File: src/inc/dsle_pkg.sv
// Purpose: constants and types for the drive status led encoder
// Assumes: 100 MHz ref_clk_i, apb register access, 32-bit data
// Notes: flash rates are free choices, see timing constants
package dsle_pkg;

  localparam logic [7:0] AXIS_CTRL_OFS = 8'h00;
  localparam logic [7:0] SUP_CTRL_OFS = 8'h04;
  localparam logic [7:0] LED_STAT_OFS = 8'h08;
  localparam logic [7:0] IRQ_STAT_OFS = 8'h0C;
  localparam logic [7:0] IRQ_CLR_OFS = 8'h10;
  localparam logic [7:0] IRQ_EN_OFS = 8'h14;

  // axis controller condition bits
  localparam int AX_W = 11;
  localparam int AX_SUPPLY_OK = 0;
  localparam int AX_BOOTING = 1;
  localparam int AX_NO_CFG = 2;
  localparam int AX_NO_PROG = 3;
  localparam int AX_NO_FDBK = 4;
  localparam int AX_HALL_BAD = 5;
  localparam int AX_POWERED = 6;
  localparam int AX_COMMUT = 7;
  localparam int AX_ERR1 = 8;
  localparam int AX_ERR2 = 9;
  localparam int AX_HW_FAULT = 10;
  localparam logic [AX_W-1:0] AXIS_CTRL_RST = 11'h000;

  // mains supply module condition bits
  localparam int SP_W = 6;
  localparam int SP_CTRL24_OK = 0;
  localparam int SP_MOD_ERR = 1;
  localparam int SP_ADDR_ACT = 2;
  localparam int SP_ADDR_DONE = 3;
  localparam int SP_STATE_LSB = 4;
  localparam logic [SP_W-1:0] SUP_CTRL_RST = 6'h00;

  // status word layout
  localparam int ST_AX_GRN = 0;
  localparam int ST_AX_RED = 3;
  localparam int ST_SP_GRN = 6;
  localparam int ST_SP_RED = 9;
  localparam int ST_MOD_ERR = 12;
  localparam int ST_LEVELS = 13;

  // interrupt bits
  localparam int IRQ_W = 4;
  localparam int IRQ_AXIS_CHG = 0;
  localparam int IRQ_SUP_CHG = 1;
  localparam int IRQ_MOD_ERR = 2;
  localparam int IRQ_HW_FAULT = 3;
  localparam logic [IRQ_W-1:0] IRQ_RST = 4'h0;

  // timing
  localparam int CLK_KHZ = 100000;
  localparam int SLOW_HALF_MS = 500;
  localparam int QUICK_HALF_MS = 125;
  localparam int QUICK_HALF_CYC_DEF = QUICK_HALF_MS * CLK_KHZ;
  localparam int QUICK_PER_SLOW = SLOW_HALF_MS / QUICK_HALF_MS;

  typedef enum logic [2:0] {
    PAT_OFF = 3'h0,
    PAT_ON = 3'h1,
    PAT_SLOW = 3'h2,
    PAT_QUICK = 3'h3,
    PAT_SLOW_INV = 3'h6
  } dsle_pat_type;

  typedef enum logic [1:0] {
    SUP_INIT = 2'h0,
    SUP_RUN = 2'h1,
    SUP_ERROR = 2'h3,
    SUP_BOOT = 2'h2
  } dsle_sup_state_type;

endpackage

File: src/hw/dsle_led_top.sv
// Purpose: status led encoder for axis controller and mains supply module
// Assumes: apb slave, zero wait states, one 100 MHz clock
// Notes: software writes conditions; leds follow with one cycle of latency
`timescale 1ns/1ns
`default_nettype none
module dsle_led_top #(
  parameter int QUICK_HALF_CYC = dsle_pkg::QUICK_HALF_CYC_DEF
) (
  input wire logic ref_clk_i,
  input wire logic sys_rst_i,
  input wire logic [7:0] paddr_i,
  input wire logic psel_i,
  input wire logic penable_i,
  input wire logic pwrite_i,
  input wire logic [31:0] pwdata_i,
  input wire logic [3:0] pstrb_i,
  output logic [31:0] prdata_o,
  output logic pready_o,
  output logic pslverr_o,
  output logic axis_led_green_o,
  output logic axis_led_red_o,
  output logic sup_led_green_o,
  output logic sup_led_red_o,
  output logic sup_error_o,
  output logic irq_o
);
  import dsle_pkg::*;

  typedef struct packed {
    logic [AX_W-1:0] axis_ctrl;
    logic [SP_W-1:0] sup_ctrl;
    logic [IRQ_W-1:0] irq_stat;
    logic [IRQ_W-1:0] irq_en;
    dsle_pat_type ax_grn;
    dsle_pat_type ax_red;
    dsle_pat_type sp_grn;
    dsle_pat_type sp_red;
    logic [3:0] lvl;
    logic mod_err;
    logic hw_fault;
    logic [31:0] rdata;
  } dsle_top_type;

  dsle_top_type r;
  dsle_top_type next_r;
  logic slow;
  logic quick;
  logic setup;
  logic access;
  logic mapped;
  logic wr;
  dsle_pat_type ag;
  dsle_pat_type ar;
  dsle_pat_type sg;
  dsle_pat_type sr;
  dsle_sup_state_type sst;
  logic [IRQ_W-1:0] ev;

  dsle_flash_gen #(
    .QUICK_HALF_CYC(QUICK_HALF_CYC),
    .QUICK_PER_SLOW(QUICK_PER_SLOW)
  ) u_flash (
    .ref_clk_i(ref_clk_i),
    .sys_rst_i(sys_rst_i),
    .slow_o(slow),
    .quick_o(quick)
  );

  function automatic logic pat_level(dsle_pat_type p, logic s, logic q);
    logic v;
    v = 1'b0;
    case (p)
      PAT_OFF: v = 1'b0;
      PAT_ON: v = 1'b1;
      PAT_SLOW: v = s;
      PAT_QUICK: v = q;
      PAT_SLOW_INV: v = ~s;
      default: v = 1'b0;
    endcase
    return v;
  endfunction

  function automatic logic is_mapped(logic [7:0] a);
    return (a == AXIS_CTRL_OFS) || (a == SUP_CTRL_OFS) ||
           (a == LED_STAT_OFS) || (a == IRQ_STAT_OFS) ||
           (a == IRQ_CLR_OFS) || (a == IRQ_EN_OFS);
  endfunction

  // axis controller pattern, highest priority first
  always_comb begin
    ag = PAT_SLOW;
    ar = PAT_OFF;
    if (!r.axis_ctrl[AX_SUPPLY_OK]) begin
      ag = PAT_OFF;
      ar = PAT_OFF;
    end else if (r.axis_ctrl[AX_HW_FAULT]) begin
      ag = PAT_ON;
      ar = PAT_ON;
    end else if (r.axis_ctrl[AX_ERR2]) begin
      ag = PAT_OFF;
      ar = PAT_ON;
    end else if (r.axis_ctrl[AX_ERR1]) begin
      ag = PAT_ON;
      ar = PAT_QUICK;
    end else if (r.axis_ctrl[AX_BOOTING]) begin
      // opposite phases of the same wave keep the alternation exact
      ag = PAT_SLOW_INV;
      ar = PAT_SLOW;
    end else if (r.axis_ctrl[AX_NO_CFG] || r.axis_ctrl[AX_NO_PROG] ||
                 r.axis_ctrl[AX_NO_FDBK] || r.axis_ctrl[AX_HALL_BAD]) begin
      ag = PAT_OFF;
      ar = PAT_SLOW;
    end else if (r.axis_ctrl[AX_COMMUT]) begin
      ag = PAT_QUICK;
    end else if (r.axis_ctrl[AX_POWERED]) begin
      ag = PAT_ON;
    end else begin
      ag = PAT_SLOW;
    end
  end

  // mains supply module pattern
  always_comb begin
    sst = dsle_sup_state_type'(r.sup_ctrl[SP_STATE_LSB +: 2]);
    sg = PAT_OFF;
    sr = PAT_OFF;
    case (sst)
      SUP_INIT: begin
        sg = PAT_SLOW;
        sr = PAT_QUICK;
      end
      SUP_ERROR: begin
        sg = PAT_SLOW;
        sr = PAT_ON;
      end
      SUP_BOOT: begin
        sg = PAT_SLOW;
        sr = PAT_SLOW;
      end
      SUP_RUN: begin
        sg = PAT_ON;
        sr = PAT_OFF;
      end
      default: begin
        sg = PAT_OFF;
        sr = PAT_OFF;
      end
    endcase
    // address indications only steer green; red keeps the state's pattern
    if (sst != SUP_ERROR && sst != SUP_BOOT) begin
      if (r.sup_ctrl[SP_ADDR_ACT]) begin
        sg = PAT_QUICK;
      end else if (r.sup_ctrl[SP_ADDR_DONE] && sst == SUP_INIT) begin
        sg = PAT_SLOW;
      end
    end
    if (r.sup_ctrl[SP_MOD_ERR]) begin
      sg = PAT_OFF;
      sr = PAT_ON;
    end
    if (!r.sup_ctrl[SP_CTRL24_OK]) begin
      sg = PAT_OFF;
      sr = PAT_OFF;
    end
  end

  assign setup = psel_i && !penable_i;
  assign access = psel_i && penable_i;
  assign mapped = is_mapped(paddr_i);
  assign wr = access && pwrite_i && mapped;

  always_comb begin
    next_r = r;
    ev = '0;
    // writes, byte lanes honoured
    if (wr && paddr_i == AXIS_CTRL_OFS) begin
      if (pstrb_i[0]) begin
        next_r.axis_ctrl[7:0] = pwdata_i[7:0];
      end
      if (pstrb_i[1]) begin
        next_r.axis_ctrl[AX_W-1:8] = pwdata_i[AX_W-1:8];
      end
    end
    if (wr && paddr_i == SUP_CTRL_OFS && pstrb_i[0]) begin
      next_r.sup_ctrl = pwdata_i[SP_W-1:0];
    end
    if (wr && paddr_i == IRQ_EN_OFS && pstrb_i[0]) begin
      next_r.irq_en = pwdata_i[IRQ_W-1:0];
    end
    // pattern registers and led levels
    next_r.ax_grn = ag;
    next_r.ax_red = ar;
    next_r.sp_grn = sg;
    next_r.sp_red = sr;
    next_r.lvl = {pat_level(sr, slow, quick), pat_level(sg, slow, quick),
                  pat_level(ar, slow, quick), pat_level(ag, slow, quick)};
    next_r.mod_err = r.sup_ctrl[SP_MOD_ERR] && r.sup_ctrl[SP_CTRL24_OK];
    next_r.hw_fault = r.axis_ctrl[AX_HW_FAULT];
    // events
    ev[IRQ_AXIS_CHG] = (ag != r.ax_grn) || (ar != r.ax_red);
    ev[IRQ_SUP_CHG] = (sg != r.sp_grn) || (sr != r.sp_red);
    ev[IRQ_MOD_ERR] = next_r.mod_err && !r.mod_err;
    ev[IRQ_HW_FAULT] = next_r.hw_fault && !r.hw_fault;
    // a new event beats a simultaneous clear
    next_r.irq_stat = r.irq_stat | ev;
    if (wr && paddr_i == IRQ_CLR_OFS && pstrb_i[0]) begin
      next_r.irq_stat = (r.irq_stat & ~pwdata_i[IRQ_W-1:0]) | ev;
    end
    // read data captured in the setup phase
    if (setup) begin
      next_r.rdata = 32'h0000_0000;
      case (paddr_i)
        AXIS_CTRL_OFS: next_r.rdata[AX_W-1:0] = r.axis_ctrl;
        SUP_CTRL_OFS: next_r.rdata[SP_W-1:0] = r.sup_ctrl;
        LED_STAT_OFS: begin
          next_r.rdata[ST_AX_GRN +: 3] = r.ax_grn;
          next_r.rdata[ST_AX_RED +: 3] = r.ax_red;
          next_r.rdata[ST_SP_GRN +: 3] = r.sp_grn;
          next_r.rdata[ST_SP_RED +: 3] = r.sp_red;
          next_r.rdata[ST_MOD_ERR] = r.mod_err;
          next_r.rdata[ST_LEVELS +: 4] = r.lvl;
        end
        IRQ_STAT_OFS: next_r.rdata[IRQ_W-1:0] = r.irq_stat;
        IRQ_EN_OFS: next_r.rdata[IRQ_W-1:0] = r.irq_en;
        default: next_r.rdata = 32'h0000_0000;
      endcase
    end
  end

  always_ff @(posedge ref_clk_i) begin
    if (sys_rst_i) begin
      r <= '0;
      r.axis_ctrl <= AXIS_CTRL_RST;
      r.sup_ctrl <= SUP_CTRL_RST;
      r.irq_stat <= IRQ_RST;
      r.irq_en <= IRQ_RST;
      r.ax_grn <= PAT_OFF;
      r.ax_red <= PAT_OFF;
      r.sp_grn <= PAT_OFF;
      r.sp_red <= PAT_OFF;
    end else begin
      r <= next_r;
    end
  end

  assign prdata_o = r.rdata;
  assign pready_o = 1'b1;
  assign pslverr_o = access && !mapped;
  assign axis_led_green_o = r.lvl[0];
  assign axis_led_red_o = r.lvl[1];
  assign sup_led_green_o = r.lvl[2];
  assign sup_led_red_o = r.lvl[3];
  assign sup_error_o = r.mod_err;
  assign irq_o = |(r.irq_stat & r.irq_en);

endmodule // dsle_led_top
`default_nettype wire

File: src/hw/dsle_flash_gen.sv
// Purpose: slow and quick square waves for led flashing
// Assumes: single clock, synchronous active high reset
// Notes: quick half period is a parameter so simulation can shorten it
`timescale 1ns/1ns
`default_nettype none
module dsle_flash_gen #(
  parameter int QUICK_HALF_CYC = dsle_pkg::QUICK_HALF_CYC_DEF,
  parameter int QUICK_PER_SLOW = dsle_pkg::QUICK_PER_SLOW
) (
  input wire logic ref_clk_i,
  input wire logic sys_rst_i,
  output logic slow_o,
  output logic quick_o
);
  import dsle_pkg::*;

  typedef struct packed {
    logic [31:0] cnt;
    logic [7:0] sub;
    logic slow;
    logic quick;
  } dsle_flash_type;

  dsle_flash_type r;
  dsle_flash_type next_r;

  always_comb begin
    next_r = r;
    if (r.cnt == 32'(QUICK_HALF_CYC - 1)) begin
      // one enable pulse per quick half period
      next_r.cnt = 32'h0000_0000;
      next_r.quick = ~r.quick;
      if (r.sub == 8'(QUICK_PER_SLOW - 1)) begin
        next_r.sub = 8'h00;
        next_r.slow = ~r.slow;
      end else begin
        next_r.sub = r.sub + 8'h01;
      end
    end else begin
      next_r.cnt = r.cnt + 32'h0000_0001;
    end
  end

  always_ff @(posedge ref_clk_i) begin
    if (sys_rst_i) begin
      r <= '0;
    end else begin
      r <= next_r;
    end
  end

  assign slow_o = r.slow;
  assign quick_o = r.quick;

endmodule // dsle_flash_gen
`default_nettype wire

File: config.mk
export PLATFORM = sky130hd
export DESIGN_NAME = dsle_led_top
export DESIGN_NICKNAME = d
export VERILOG_FILES = /design/src/inc/dsle_pkg.sv /design/src/hw/dsle_led_top.sv /design/src/hw/dsle_flash_gen.sv
export SDC_FILE = /design/constraint.sdc
export NUM_CORES = 1
export LEC_CHECK = 0
export BUFFER_PORTS_ARGS = -buffer_cell sky130_fd_sc_hd__buf_2
export CORE_MARGIN = 8
export CORE_UTILIZATION = 60
export DETAILED_ROUTE_END_ITERATION = 16
export HOLD_SLACK_MARGIN = 0.03
export MAX_ROUTING_LAYER = met4
export PLACE_DENSITY = 0.88
export SLEW_MARGIN = 20
export SYNTH_ARGS = -nofsm -noshare
export SYNTH_HDL_FRONTEND = slang
export SYNTH_SLANG_ARGS = --single-unit
File: constraint.sdc
create_clock -name ref_clk_i -period 3.69 [get_ports ref_clk_i]
set_input_delay 0.5535 -clock ref_clk_i [delete_from_list [all_inputs] [get_ports ref_clk_i]]
set_output_delay 0.5535 -clock ref_clk_i [all_outputs]
set_load 0.01 [all_outputs]
==> reports/qor.txt, run 1 <==
result of the run: finished, final reports clean
length of routed met3 wiring: 955 um
row count: 32
top flip-flop cell by instance count after synthesis: dfxtp_1
buffer levels on the longest clock path: 2
VDD IR-drop max: 0.262 mV
cell depth of the worst flop-to-flop path: 6
area of the die: 0.0112 mm^2
delay contributed by the slowest stage of the critical path: 0.77 ns
final slew viol count: 0
post-detail-place hpwl: 8.17 mm
Met2 Routed Length: 5.24 mm
critical path data arrival time: 2.86 ns
Worst setup SP type: register
Layout area overhead: 6.54%
chip height: 106 um
remaining max-slew budget at the tightest pin: 32.8%
sequential area share after synthesis: 40.7%
Async S/R FF share, synth: 0%
Area contributors post-synth: dfxtp_1, nor2_1, buf_4
pin count of the biggest net entering global routing: 60
Least-Margin Pin Slew: 1.01 ns
area of the placeable core: 0.00777 mm^2
number of instances resized during post-cts repair: 0
setup-violating endpoint count in the final report: 0
highest clock rate: 379 MHz
via count: 4176
CTS tree: built
number of setup buffers added after CTS: 0
worst clock skew on the final layout: 0.0116 ns
Starting Density: 62.1%
via-per-instance ratio: 5.96
Clock Pin Slew Worst Setup and Hold Paths: 0.10 ns
static leakage: 1.96 nW
insertion delay to the later sink of the worst-skew pair: 0.37 ns
cell type with the highest aggregate area in the netlist: dfxtp_1
share of cells above drive strength 1: 13.7%
peak fanout along the critical path: 30
top layer used by detailed routing: met4
CTS Buf Count: 9
antenna viol nets, final: 0
Syn Std Cell Area: 0.00482 mm^2
Total Neg Setup Slack: 0 ns
DRT met1 WL: 4.72 mm
hold bufs inserted after CTS: 0
number of fill cells in the layout: 632
Nets: 648
number of enable flip-flop cells after synthesis: 0
global router's overall resource usage: 20.4%
placer congestion estimate: 0.984
Final Hold Viols: 0
final clock period utilization by the worst path: 71.4%
detailed router's first-iteration violation count: 333
max-capacitance violation count: 0
Hold Path Class: primary input to register
I/O pin count: 89
post-layout power: 0.00194 W
total number of H-tree levels: 3
number of remaining DRC errors: 0
antenna violations before repair: 0
register bit count reported by yosys: 98
total area of multi-input combinational cells: 0.00250 mm^2
DR WL/cell: 16.0 um
Crit path max-delay family: simple AND/OR/NAND/NOR gates
post-synth top area share: 40.7%
DRT Wirelength: 11.2 mm
cell with the biggest individual delay on the critical path: nand2_1
crit end category: register
Clock Sink Count: 98
setup slack of the critical path after layout: 1.05 ns
master cell of the clock root buffer: clkbuf_8
Gate Count Post-Synth: 577
register area: 0.00196 mm^2
Final min period: 2.64 ns
DR pass1 iterations: 4
chain of cells forming the critical path: ha_1 > and3_1 > nand4_1 > or3_1 > nand2_1 > nor2_1
number of buffers inserted by port buffering: 48
Synthesis Warnings: 0
global-route wire length before repair: 18.5 mm
synthesized area per cell: 8.36 um^2
vias in the first global route: 3830
cell area power density: 377 mW/mm^2
GRT Residual Overflow: 0
die outline width: 106 um
unrepaired setup endpoints after global routing: no
library cells used by synthesis: 57
pre-CTS worst setup slack: 1.04 ns
Crit path buffers/inverters: 0
Crit. path cell count: 6
worst hold path stage count: 3
critical path class: register to register
worst endpoint required time: 3.91 ns
## per-layer routing
layer  up-vias  global-route usage (%)
met5         -                       -
met2       164                    32.1
met3        22                    4.81
met4         0                    9.55
li1       1987                       -
met1      2003                    24.2
## power by group
part / switching (W) / internal (W) / total (W)
Clock: 0.000391 / 0.000388 / 0.000779
Combinational: 0.0000605 / 0.0000264 / 0.0000869
Sequential: 0.00000484 / 0.00106 / 0.00107
Total: 0.000457 / 0.00148 / 0.00194
## cells by family after synthesis
group	after synthesis	synth area share, %
DFF	98	40.7
adders and majority gates	6	1.56
buffers and inverters	77	8.61
other	2	0.156
AOI/OAI and AO/OA	78	10.5
and+or+nand+nor	254	26.3
muxes	27	5.81
xor gates and xnor gates	35	6.36
## cell type report
| class | count | share of cell area, % |
|---|---|---|
| diodes | 1 | 0.0487 |
| clock buffers | 9 | 2.41 |
| clock inverters | 7 | 1.92 |
| inverters | 17 | 1.24 |
| multi-input cells | 417 | 48.7 |
| flip-flops and latches | 98 | 38.2 |
| well taps | 102 | 2.48 |
| repair buffers | 50 | 4.97 |
## registers in the layout, summed over array words and instances, names as in the netlist
| signal | flops |
|---|---|
| axis_led_green_o | 1 |
| axis_led_red_o | 1 |
| next_r | 1 |
| prdata_o | 16 |
| r | 34 |
| sup_error_o | 1 |
| sup_led_green_o | 1 |
| sup_led_red_o | 1 |
| u_flash.quick_o | 1 |
| u_flash.r | 40 |
| u_flash.slow_o | 1 |
## placed cells by master, fill, tap and decap left out, drive strengths merged, types with 3 or more instances in the layout
cell type   n
clkbuf      9
buf        50
mux2        8
mux2i      19
dfxtp      98
nor2b       7
a22oi       6
a221oi      4
a21oi      27
xnor2      28
inv        20
nand2      42
nand2b      6
conb       17
ha          6
nor3       13
o221ai      4
and2        3
nand4       6
a211oi      3
xor2        7
nor4       16
nor2       84
nor4b       7
o21ai      17
and4        3
or3        10
and3       12
nand3      35
## final timing paths
check	startpoint	end	slack, ns
worst min-delay path	pwdata_i[9]	r[73]$_SDFFE_PP0P_	0.44
worst min register to register	prdata_o[13]$_SDFFE_PP0P_	prdata_o[13]$_SDFFE_PP0P_	0.46
worst max-delay path	u_flash.r[10]$_SDFF_PP0_	u_flash.r[34]$_SDFF_PP0_	1.05
worst max register to register	u_flash.r[10]$_SDFF_PP0_	u_flash.r[34]$_SDFF_PP0_	1.05
## per-stage QoR
stage	cells	hold WS [ns]	area, um^2	utilization [%]
after floorplan	592	0.426	4880	-
after global placement	684	0.436	4910	63.2
after detailed placement	684	0.442	4910	63.2
after CTS	700	0.422	5130	66.1
after global routing	700	0.445	5130	66.1
final	701	0.439	5140	66.1
## Yosys cell counts (all sizes together) (13+ instances only)
library cell  number
clkbuf            24
mux2i             19
a21oi             27
o21ai             17
buf               36
nand2             42
nor2              84
dfxtp             98
nand3             35
xnor2             28
inv               17
nor4              16
nor3              13
## worst min-delay path, stage by stage
cell     delay [ns]
buf_2          0.09
mux2i_1        0.06
nor2_1         0.07
Note: power is estimated with default switching activity, not from simulation.
==> inputs of run 2 (changes only) <==
--- a/config.mk
+++ b/config.mk
@@ -5,13 +5,14 @@
 export SDC_FILE = /design/constraint.sdc
 export NUM_CORES = 1
 export LEC_CHECK = 0
+export ABC_AREA = 1
 export BUFFER_PORTS_ARGS = -buffer_cell sky130_fd_sc_hd__buf_2
 export CORE_MARGIN = 8
-export CORE_UTILIZATION = 60
+export CORE_UTILIZATION = 56
 export DETAILED_ROUTE_END_ITERATION = 16
 export HOLD_SLACK_MARGIN = 0.03
 export MAX_ROUTING_LAYER = met4
-export PLACE_DENSITY = 0.88
+export PLACE_DENSITY = 0.83
 export SLEW_MARGIN = 20
 export SYNTH_ARGS = -nofsm -noshare
 export SYNTH_HDL_FRONTEND = slang
==> constraint.sdc (replaced) <==
create_clock -name ref_clk_i -period 2.5 [get_ports ref_clk_i]
set_input_delay 0.375 -clock ref_clk_i [delete_from_list [all_inputs] [get_ports ref_clk_i]]
set_output_delay 0.375 -clock ref_clk_i [all_outputs]
set_load 0.01 [all_outputs]
==> run 2 against run 1 <==
Count of clock-buffer cells in the layout rose by 4. Synthesized area up 6.5%. Register-to-register slack worse by 0.48 ns. Fmax increased by 37%. Critical endpoint is now u_flash.r[36]$_SDFF_PP0_. Clock skew down 0.0048 ns. Flip-flop and latch count is the same. Largest cell class unchanged. First-iteration DRC count increased by 29%. Sequential power rose by 48%.
==> reports/qor.txt, run 2 <==
register ranked first by flip-flop count: u_flash.r (unchanged)
Synthesis Warnings: 0 (unchanged)
post-synth top area share: 38.2% (was 40.7%)
Hold Path Class: primary input to register (unchanged)
post-layout power: 0.00271 W (was 0.00194 W)
via count: 4816 (was 4176)
worst hold path stage count: 3 (unchanged)
cell depth of the worst flop-to-flop path: 9 (was 6)
Worst setup SP type: register (unchanged)
via-per-instance ratio: 5.40 (was 5.96)
design area: 0.00548 mm^2 (was 0.00514 mm^2)
reg2reg setup slack: 0.57 ns (was 1.05 ns)
Syn Std Cell Area: 0.00514 mm^2 (was 0.00482 mm^2)
Gate Count Post-Synth: 744 (was 577)
top flip-flop cell by instance count after synthesis: dfxtp_1 (unchanged)
placed cell count: 876 (was 684)
library cells used by synthesis: 40 (was 57)
CTS tree: built (unchanged)
DR WL/cell: 13.6 um (was 16.0 um)
crit end category: register (unchanged)
Post-Layout Cell Count: 892 (was 701)
Clock Pin Slew Worst Setup and Hold Paths: 0.09 ns (was 0.10 ns)
final clock period utilization by the worst path: 77.1% (was 71.4%)
Total Neg Setup Slack: 0 ns (unchanged)
critical path class: register to register (unchanged)
total cell area at the placement stage: 0.00529 mm^2 (was 0.00491 mm^2)
Async S/R FF share, synth: 0% (unchanged)
unrepaired setup endpoints after global routing: no (unchanged)
highest clock rate: 519 MHz (was 379 MHz)
master cell of the clock root buffer: clkbuf_8 (unchanged)
r2r startpoint: u_flash.r[10]$_SDFF_PP0_ (unchanged)
highest-count cells in the layout ignoring fill and taps: nand2_1, nor2_1, dfxtp_1 (was dfxtp_1, nor2_1, buf_2)
synthesized area per cell: 6.90 um^2 (was 8.36 um^2)
worst endpoint required time: 2.75 ns (was 3.91 ns)
cell area power density: 494 mW/mm^2 (was 377 mW/mm^2)
number of setup buffers added after CTS: 0 (unchanged)
antenna viol nets, final: 0 (unchanged)
hold bufs inserted after CTS: 0 (unchanged)
area of the die: 0.0125 mm^2 (was 0.0112 mm^2)
insertion delay to the later sink of the worst-skew pair: 0.35 ns (was 0.37 ns)
buffer levels on the longest clock path: 2 (unchanged)
most frequent cell after synthesis: nand2_1 (was dfxtp_1)
DR pass1 iterations: 7 (was 4)
Layout area overhead: 6.75% (was 6.54%)
die outline width: 112 um (was 106 um)
worst clock skew on the final layout: 0.00681 ns (was 0.0116 ns)
I/O pin count: 89 (unchanged)
result of the run: finished, final reports clean (unchanged)
hold slack: 0.287 ns (was 0.439 ns)
most common cell after layout, fill and taps aside: nand2_1 (was dfxtp_1)
Final min period: 1.93 ns (was 2.64 ns)
chip height: 112 um (was 106 um)
number of instances resized during post-cts repair: 0 (unchanged)
max-capacitance violation count: 0 (unchanged)
row count: 35 (was 32)
max reg flops: 40 (unchanged)
cell type with the highest aggregate area in the netlist: dfxtp_1 (unchanged)
pin count of the biggest net entering global routing: 28 (was 60)
peak fanout along the critical path: 12 (was 30)
GRT Residual Overflow: 0 (unchanged)
detailed router's first-iteration violation count: 430 (was 333)
number of enable flip-flop cells after synthesis: 0 (unchanged)
setup-violating endpoint count in the final report: 0 (unchanged)
share of cells above drive strength 1: 12.9% (was 13.7%)
Area contributors post-synth: dfxtp_1, nand2_1, nor2_1 (was dfxtp_1, nor2_1, buf_4)
CTS Buf Count: 9 (unchanged)
critical path data arrival time: 2.18 ns (was 2.86 ns)
Clock Sink Count: 98 (unchanged)
area of the placeable core: 0.00906 mm^2 (was 0.00777 mm^2)
total number of H-tree levels: 3 (unchanged)
global-route wire length before repair: 20.7 mm (was 18.5 mm)
global router's overall resource usage: 20.1% (was 20.4%)
leading post-synthesis cells by instance count: nand2_1, nor2_1, dfxtp_1, inv_1, a21oi_1 (was dfxtp_1, nor2_1, nand2_1, nand3_1, buf_4)
worst reg2reg endpoint: u_flash.r[36]$_SDFF_PP0_ (was u_flash.r[34]$_SDFF_PP0_)
number of buffers inserted by port buffering: 48 (unchanged)
register bit count reported by yosys: 98 (unchanged)
post-detail-place hpwl: 9.50 mm (was 8.17 mm)
Starting Density: 56.7% (was 62.1%)
endpoint with the worst hold slack: r[68]$_SDFFE_PP0P_ (was r[73]$_SDFFE_PP0P_)
DRT Wirelength: 12.2 mm (was 11.2 mm)
vias in the first global route: 4491 (was 3830)
VDD IR-drop max: 0.248 mV (was 0.262 mV)
static leakage: 2.28 nW (was 1.96 nW)
number of remaining DRC errors: 0 (unchanged)
Nets: 831 (was 648)
sequential area share after synthesis: 38.2% (was 40.7%)
final slew viol count: 0 (unchanged)
Final Hold Viols: 0 (unchanged)
antenna violations before repair: 0 (unchanged)
source of the worst hold timing path: pwdata_i[4] (was pwdata_i[9])
count of antenna diodes in the layout: 0 (was 1)
placer congestion estimate: 0.935 (was 0.984)
==> run 2: through the flow <==
stage / setup slack (ns) / util (%)
6_report: 0.573 / 60.5
3_5_place_dp: 0.578 / 58.4
4_1_cts: 0.557 / 60.5
5_1_grt: 0.382 / 60.5
3_3_place_gp: 0.611 / 58.4
2_1_floorplan: 0.938 / -
==> run 2: worst max-delay path by stage <==
stage | cells after the start | startpoint | slack, ns | end
2_1_floorplan | 9 | u_flash.r[10]$_SDFF_PP0_ | 0.94 | u_flash.slow_o$_SDFFE_PP0P_
3_3_place_gp | 9 | paddr_i[1] | 0.61 | r[69]$_SDFFE_PP0P_
3_5_place_dp | 9 | paddr_i[1] | 0.58 | r[69]$_SDFFE_PP0P_
4_1_cts | 9 | u_flash.r[10]$_SDFF_PP0_ | 0.56 | u_flash.r[41]$_SDFF_PP0_
5_1_grt | 9 | u_flash.r[10]$_SDFF_PP0_ | 0.38 | u_flash.r[36]$_SDFF_PP0_
6_report | 9 | u_flash.r[10]$_SDFF_PP0_ | 0.57 | u_flash.r[36]$_SDFF_PP0_
==> run 2: per-layer routing <==
layer  track usage (%)  part of all wire, %
met5                 -                    0
met4              7.02                  1.5
met3              3.25                  6.9
met2              31.3                   46
met1              26.0                   46
==> run 2: area by class of cell <==
cell class | instances | area (um^2)
clock buffer | 13 | 169
multi-input combinational | 525 | 2570
tap | 111 | 139
timing repair buffer | 55 | 293
inverter | 87 | 328
sequential | 98 | 1960
fill | 848 | 3580
clock inverter | 3 | 22.5
==> run 2: logic make-up (layout without fill, tap and decap cells) <==
group	Yosys count	count (layout)	synth area share (%)
adder cells (fa/ha/maj)	6	6	1.46
buffers and inverters	136	158	12.9
other	2	17	0.146
flip-flops	98	98	38.2
AO/OA/AOI/OAI	105	105	11.2
XOR/XNOR	16	16	2.73
AND/OR/NAND/NOR	381	381	33.4
==> run 2: where the power goes <==
group	switching, W	internal [W]	total, W
sequential	0.00000828	0.00158	0.00158
combinational	0.0000978	0.0000462	0.000144
clock	0.000535	0.000445	0.000979
==> run 2: critical path: stages, from the launching register on <==
cell and delay (ns):
dfxtp_1 0.36, ha_1 0.17, nand2_1 0.11, nor2_4 0.16
nand3_1 0.10, nor3_1 0.14, nand2_1 0.10, nand2_1 0.35
buf_4 0.26, nor3b_1 0.06
